--- src/shared/cods_cfg.svh ---
/*
  Offsets, field positions, reset values and register-port widths for the
  cable output power-down and edge-rate control bank.
  Assumes inclusion by bare name from the package and the design files.
*/
`ifndef CODS_CFG_SVH
`define CODS_CFG_SVH

// Register-port widths
`define CODS_ADDR_W 8
`define CODS_DATA_W 16

// Register offsets on the serial control port
`define CODS_OFS_POWER_DOWN 8'h4a
`define CODS_OFS_EDGE_RATE 8'h4b

// Reset values: power-down all zero, edge-rate auto on with bypass in the manual fields
`define CODS_RST_POWER_DOWN 16'h0000
`define CODS_RST_EDGE_RATE 16'h0505

// Power-down register fields
`define CODS_PD_OUT0_AUTO_BIT 0
`define CODS_PD_OUT0_MAN_BIT 1
`define CODS_PD_OUT1_AUTO_BIT 2
`define CODS_PD_OUT1_MAN_BIT 3

// Edge-rate register fields
`define CODS_ER_OUT0_AUTO_BIT 0
`define CODS_ER_OUT0_MAN_LSB 1
`define CODS_ER_OUT1_AUTO_BIT 8
`define CODS_ER_OUT1_MAN_LSB 9

`endif

--- src/shared/cods_pkg.sv ---
/*
  Types for the cable output power-down and edge-rate control bank.
  Assumes cods_cfg.svh is on the include path.
*/
`default_nettype none
`include "cods_cfg.svh"

package cods_pkg;

  // Edge class applied to a cable driver
  typedef enum logic [1:0] {
    CODS_EDGE_SD = 2'h0,
    CODS_EDGE_HD = 2'h1,
    CODS_EDGE_BYPASS = 2'h2,
    CODS_EDGE_UNDEF = 2'h3
  } cods_edge_t;

  // Rate the clock-data-recovery loop reports when locked
  typedef enum logic [1:0] {
    CODS_RATE_125M = 2'h0,
    CODS_RATE_270M = 2'h1,
    CODS_RATE_1G485 = 2'h2,
    CODS_RATE_2G97 = 2'h3
  } cods_rate_t;

  // One access from the serial control port decoder
  typedef struct packed {
    logic wr;
    logic rd;
    logic [`CODS_ADDR_W-1:0] addr;
    logic [`CODS_DATA_W-1:0] wdata;
  } cods_req_t;

  // Status of the clock-data-recovery loop
  typedef struct packed {
    logic locked;
    cods_rate_t rate;
  } cods_cdr_t;

endpackage : cods_pkg

`default_nettype wire

--- src/logic/cods_top.sv ---
/*
  Power-down and edge-rate control for two serial cable driver outputs,
  with its two registers reached from the serial control port decoder.
  Assumes the decoder presents one-cycle wr/rd strobes synchronous to
  core_clk_i, and that the automatic power-down criteria are evaluated
  elsewhere and arrive as a level per output.
*/
`default_nettype none
`include "cods_cfg.svh"

module cods_top
  import cods_pkg::*;
#(
  parameter int ADDR_W = `CODS_ADDR_W,
  parameter int DATA_W = `CODS_DATA_W
)
(
  // Clock and reset
  input wire logic core_clk_i,
  input wire logic rst_b_i,
  // Register port from the serial control decoder
  input wire cods_req_t req_i,
  output logic [DATA_W-1:0] rdata_o,
  output logic rvalid_o,
  // Recovery loop status and automatic power-down requests
  input wire cods_cdr_t cdr_i,
  input wire logic [1:0] auto_power_down_req_i,
  // Cable driver controls
  output logic line_out_zero_power_down_o,
  output logic line_out_one_power_down_o,
  output cods_edge_t line_out_zero_edge_o,
  output cods_edge_t line_out_one_edge_o
);

  logic [DATA_W-1:0] pwr_q;
  logic [DATA_W-1:0] pwr_d;
  logic [DATA_W-1:0] edge_q;
  logic [DATA_W-1:0] edge_d;

  // Address decode
  wire logic hit_pwr = (req_i.addr == ADDR_W'(`CODS_OFS_POWER_DOWN));
  wire logic hit_edge = (req_i.addr == ADDR_W'(`CODS_OFS_EDGE_RATE));

  // Reserved bits are stored as written so a read-modify-write returns them intact
  assign pwr_d = (req_i.wr && hit_pwr) ? req_i.wdata : pwr_q;
  assign edge_d = (req_i.wr && hit_edge) ? req_i.wdata : edge_q;

  // Read mux; unmapped addresses read as zero
  wire logic [DATA_W-1:0] rd_mux = hit_pwr ? pwr_q : (hit_edge ? edge_q : '0);

  // Field extraction
  wire logic out0_auto_power_down_sel = pwr_q[`CODS_PD_OUT0_AUTO_BIT];
  wire logic out0_manual_power_down = pwr_q[`CODS_PD_OUT0_MAN_BIT];
  wire logic out1_auto_power_down_sel = pwr_q[`CODS_PD_OUT1_AUTO_BIT];
  wire logic out1_manual_power_down = pwr_q[`CODS_PD_OUT1_MAN_BIT];
  wire logic out0_auto_edge_sel = edge_q[`CODS_ER_OUT0_AUTO_BIT];
  wire logic [1:0] out0_manual_edge_class = edge_q[`CODS_ER_OUT0_MAN_LSB +: 2];
  wire logic out1_auto_edge_sel = edge_q[`CODS_ER_OUT1_AUTO_BIT];
  wire logic [1:0] out1_manual_edge_class = edge_q[`CODS_ER_OUT1_MAN_LSB +: 2];

  // Power-down selection: the manual bit is ignored while automatic is chosen
  wire logic pd0_d = out0_auto_power_down_sel ? auto_power_down_req_i[0]
                                              : out0_manual_power_down;
  wire logic pd1_d = out1_auto_power_down_sel ? auto_power_down_req_i[1]
                                              : out1_manual_power_down;

  // Class implied by the locked rate; an unlocked loop falls back to bypass
  wire cods_edge_t rate_edge = ((cdr_i.rate == CODS_RATE_125M) || (cdr_i.rate == CODS_RATE_270M))
                             ? CODS_EDGE_SD : CODS_EDGE_HD;
  wire cods_edge_t auto_edge = cdr_i.locked ? rate_edge : CODS_EDGE_BYPASS;

  // Undefined manual code 3 is folded to bypass so the driver never sees it
  wire cods_edge_t man0_edge = (out0_manual_edge_class == 2'h3) ? CODS_EDGE_BYPASS
                             : cods_edge_t'(out0_manual_edge_class);
  wire cods_edge_t man1_edge = (out1_manual_edge_class == 2'h3) ? CODS_EDGE_BYPASS
                             : cods_edge_t'(out1_manual_edge_class);
  wire cods_edge_t edge0_d = out0_auto_edge_sel ? auto_edge : man0_edge;
  wire cods_edge_t edge1_d = out1_auto_edge_sel ? auto_edge : man1_edge;

  // Register bank
  always_ff @(posedge core_clk_i or negedge rst_b_i)
  begin
    if (!rst_b_i)
    begin
      pwr_q <= DATA_W'(`CODS_RST_POWER_DOWN);
      edge_q <= DATA_W'(`CODS_RST_EDGE_RATE);
    end
    else
    begin
      pwr_q <= pwr_d;
      edge_q <= edge_d;
    end
  end

  // Read answer, one cycle after the strobe
  always_ff @(posedge core_clk_i or negedge rst_b_i)
  begin
    if (!rst_b_i)
    begin
      rdata_o <= '0;
      rvalid_o <= 1'b0;
    end
    else
    begin
      rdata_o <= req_i.rd ? rd_mux : '0;
      rvalid_o <= req_i.rd;
    end
  end

  // Driver controls are registered so glitches in the selection never reach the pads.
  // Reset state powers both drivers up with bypass edges, matching the register reset while cdr_i reports no lock.
  always_ff @(posedge core_clk_i or negedge rst_b_i)
  begin
    if (!rst_b_i)
    begin
      line_out_zero_power_down_o <= 1'b0;
      line_out_one_power_down_o <= 1'b0;
      line_out_zero_edge_o <= CODS_EDGE_BYPASS;
      line_out_one_edge_o <= CODS_EDGE_BYPASS;
    end
    else
    begin
      line_out_zero_power_down_o <= pd0_d;
      line_out_one_power_down_o <= pd1_d;
      line_out_zero_edge_o <= edge0_d;
      line_out_one_edge_o <= edge1_d;
    end
  end
endmodule : cods_top

`default_nettype wire

--- config.mk ---
export PLATFORM = sky130hd
export DESIGN_NAME = cods_top
export DESIGN_NICKNAME = d
export VERILOG_FILES = /design/src/shared/cods_pkg.sv /design/src/logic/cods_top.sv
export VERILOG_INCLUDE_DIRS = /design/src /design/src/shared
export SDC_FILE = /design/constraint.sdc
export NUM_CORES = 1
export LEC_CHECK = 0
export ABC_AREA = 1
export BUFFER_PORTS_ARGS = -buffer_cell sky130_fd_sc_hd__buf_2
export CORE_ASPECT_RATIO = 0.75
export CORE_MARGIN = 3
export CORE_UTILIZATION = 55
export CTS_CLUSTER_DIAMETER = 120
export CTS_CLUSTER_SIZE = 20
export DETAILED_ROUTE_END_ITERATION = 6
export PLACE_DENSITY_LB_ADDON = 0.12
export SLEW_MARGIN = 20
export SYNTH_ARGS = -nofsm -noshare
export SYNTH_HDL_FRONTEND = slang
export SYNTH_SLANG_ARGS = --single-unit
--- constraint.sdc ---
create_clock -name core_clk_i -period 2.25 [get_ports core_clk_i]
set_clock_uncertainty 0.05 [all_clocks]
set_input_delay 0.225 -clock core_clk_i [delete_from_list [all_inputs] [get_ports core_clk_i]]
set_output_delay 0.225 -clock core_clk_i [all_outputs]
set_load 0.05 [all_outputs]
==> results.py <==
metrics = {
    "floorplan": {
        "start_util_pct": 60.0,
        "die_h_um": 62.0,
        "pin_count": 56,
        "num_rows": 19,
        "core_area_sq_mm": 0.00383,
        "dieArea_sq_mm": 0.00499,
        "dieWidth_um": 80.6,
    },
    "power_and_ir_drop": {
        "switchingPower_mw": 0.445,
        "p_leak_nw": 1.43,
        "power_frac_seq_pct": 56.4,
        "p_per_area_mw_per_mm2": 691,
        "power_frac_comb_pct": 8.8,
        "p_clk_share_pct": 34.8,
        "swShare_pct": 23.9,
        "intPower_mw": 1.41,
        "vdd_drop_max_mv": 0.376,
    },
    "clock_network": {
        "root_buffer": "clkbuf_8",
        "clock_sinks": 55,
        "cts.clk_slew.worst_paths_ns": 0.10,
        "cts_buffer_depth": 2,
        "insertion_delay_ns": 0.31,
        "numCtsBuffers": 5,
        "cts_setup_buffers": 0,
        "cts_tree": "built",
        "htree_levels": 2,
    },
    "timing": {
        "hold_viol_final": 39,
        "relSlewSlack_pct": 55.6,
        "setup_viol": 0,
        "worst_slew_pin_slew_ns": 0.665,
        "finalSetupTns_ns": 0,
        "period_needed_ns": 1.35,
        "finalMaxSlewViolations": 0,
        "hold_ws_ns": -0.0280,
        "rsz0062_at_grt": "no",
        "fmaxAchievable_mhz": 741,
        "finalCritPeriodShare_pct": 60.0,
    },
    "finish": {
        "instances_no_fill": 352,
        "nets": 332,
        "drive_above_1_share_pct": 28.0,
        "syn_to_final_growth_pct": 17.1,
        "stdcell_area_sq_mm": 0.00269,
        "regArea_sq_mm": 0.00138,
        "num_antenna_cells": 0,
        "fill_cells": 313,
        "utilization_pct": 70.2,
        "multi_input_area_sq_um": 722,
    },
    "critical_path": {
        "crit_type": "reg2out",
        "slowest_stage": "dfstp_2",
        "crit_cells": 1,
        "crit_family": "flip-flops",
        "crit_path_end_kind": "primary output",
        "worstPathCellList": "buf_2",
        "cp.arrival_ns": 1.07,
        "r2r_cells": 4,
        "slowest_delay_ns": 0.52,
        "start_kind": "flip-flop",
        "path_max_fanout": 1,
        "cp_data_required_time_ns": 1.98,
        "critPathBufInv": 1,
    },
    "placement": {
        "placedCellCount": 343,
        "place.gp.congestion": 0.760,
        "place_area_sq_mm": 0.00256,
        "post-dp-hpwl_um": 2950,
        "io_buffers": 54,
    },
    "drt": {
        "drt_iter0_markers": 107,
        "route.detailed.drc": 0,
        "vias_per_cell": 5.11,
        "dr.pass1.iters": 4,
        "wl_um": 4610,
        "via_count": 1797,
        "post_drt_wl_per_cell_um": 13.1,
        "detail-route-antenna-nets": 0,
    },
    "synth": {
        "postSynthCellCount": 245,
        "synth-warning-count": 0,
        "synth_area_leaders": "dfrtp_1, nand2_1, dfstp_2",
        "avgSynthCellArea_sq_um": 9.37,
        "ys_types": 19,
        "synth_nets": 278,
        "synth_top_area_share_pct": 53.4,
        "synth_top_area_cell": "dfrtp_1",
        "syn-cell-area_sq_mm": 0.00230,
        "ys_seq_area_share_pct": 60.3,
        "ys_seq_elements": 55,
    },
    "grt": {
        "overflow": 0,
        "grt_pass1_wl_um": 7470,
        "antenna_found_initial": 0,
        "grt_usage_pct": 20.4,
        "grt_max_degree": 56,
        "grt_pass1_vias": 1612,
    },
    "hold_path": {
        "hold_class": "in2async",
    },
    "outcome": {
        "outcome": "complete, but fails checks",
        "violations": "negative hold slack",
    },
    "flow_run": {
        "max_cap_violations": 0,
    },
}
-- sequential cells by signal, summed over array words and instances, names as in the netlist --
name	flops
pwr_q	16
line_out_zero_power_down_o	1
line_out_one_power_down_o	1
line_out_one_edge_o	2
line_out_zero_edge_o	2
edge_q	16
rvalid_o	1
rdata_o	16
-- power by group through the flow --
stage | logic, mW | registers [mW] | clock network, mW
2_1_floorplan | 0.0609 | 1.10 | 0
3_3_place_gp | 0.161 | 1.07 | 0
3_5_place_dp | 0.164 | 1.07 | 0
4_1_cts | 0.166 | 1.05 | 0.659
5_1_grt | 0.184 | 1.05 | 0.708
6_report | 0.164 | 1.05 | 0.646
-- synthesized netlist by cell type (all sizes together) --
cell / number
nor2: 11
nand3: 30
o21ai: 16
buf: 11
nand4: 1
a32o: 2
nand2: 73
mux2: 2
clkbuf: 1
inv: 25
a21oi: 18
dfrtp: 49
dfstp: 6
-- timing repair --
item,4_1_cts,5_1_grt
resized for setup,0,0
hold endpoints to repair,1,0
hold buffers,1,0
-- per-layer routing --
layer	track usage, %	part of all wire [%]
met3	7.78	8.7
met2	33.8	47
met1	25.5	43
met5	0	0
met4	6.02	1.0
-- metrics by stage --
step | hold WS, ns | setup slack, ns | total power [mW]
after floorplan | -0.121 | 1.17 | 1.16
after global placement | 0.300 | 0.699 | 1.23
after detailed placement | 0.303 | 0.681 | 1.23
after CTS | 0.000885 | 0.887 | 1.87
after global routing | 0.00965 | 0.852 | 1.95
final | -0.0280 | 0.901 | 1.86
-- worst paths after layout --
kind,startpoint,endpoint,slack [ns]
worst max-delay path,line_out_one_edge_o[1],line_out_one_edge_o[1],0.90
worst min-delay path,rst_b_i,rvalid_o,-0.03
worst max register to register,edge_q[8],rdata_o[8],1.17
worst min register to register,edge_q[7],edge_q[7],0.44
max in group asynchronous,rst_b_i,pwr_q[13],1.73
min in group core_clk_i,cdr_i[2],line_out_one_edge_o[1],0.06
-- cells by family (layout without fill, tap and decap cells) --
logic type,Yosys count,after routing,share of synthesized area (%)
and+or+nand+nor,115,115,22.2
buffers and inverters,37,92,8.28
muxes,2,2,0.981
AOI/OAI and AO/OA,36,36,8.28
DFF,55,55,60.3
-- area by class of cell --
type | instances | share of cell area, %
multi-input cells | 153 | 26.9
repair buffers | 59 | 11.5
well taps | 52 | 2.42
flip-flops and latches | 55 | 51.5
inverters | 25 | 3.49
clock inverters | 3 | 1.63
clock buffers | 5 | 2.56
-- layout by cell type (no fill, tap or decap), drive strengths merged, types with 5 or more instances in the layout --
cell type,instances
dfstp,6
inv,25
clkbuf,5
nand3,30
o21ai,16
a21oi,18
nand2,73
buf,58
nor2,11
dfrtp,49
(Power assumes the default switching activity.)
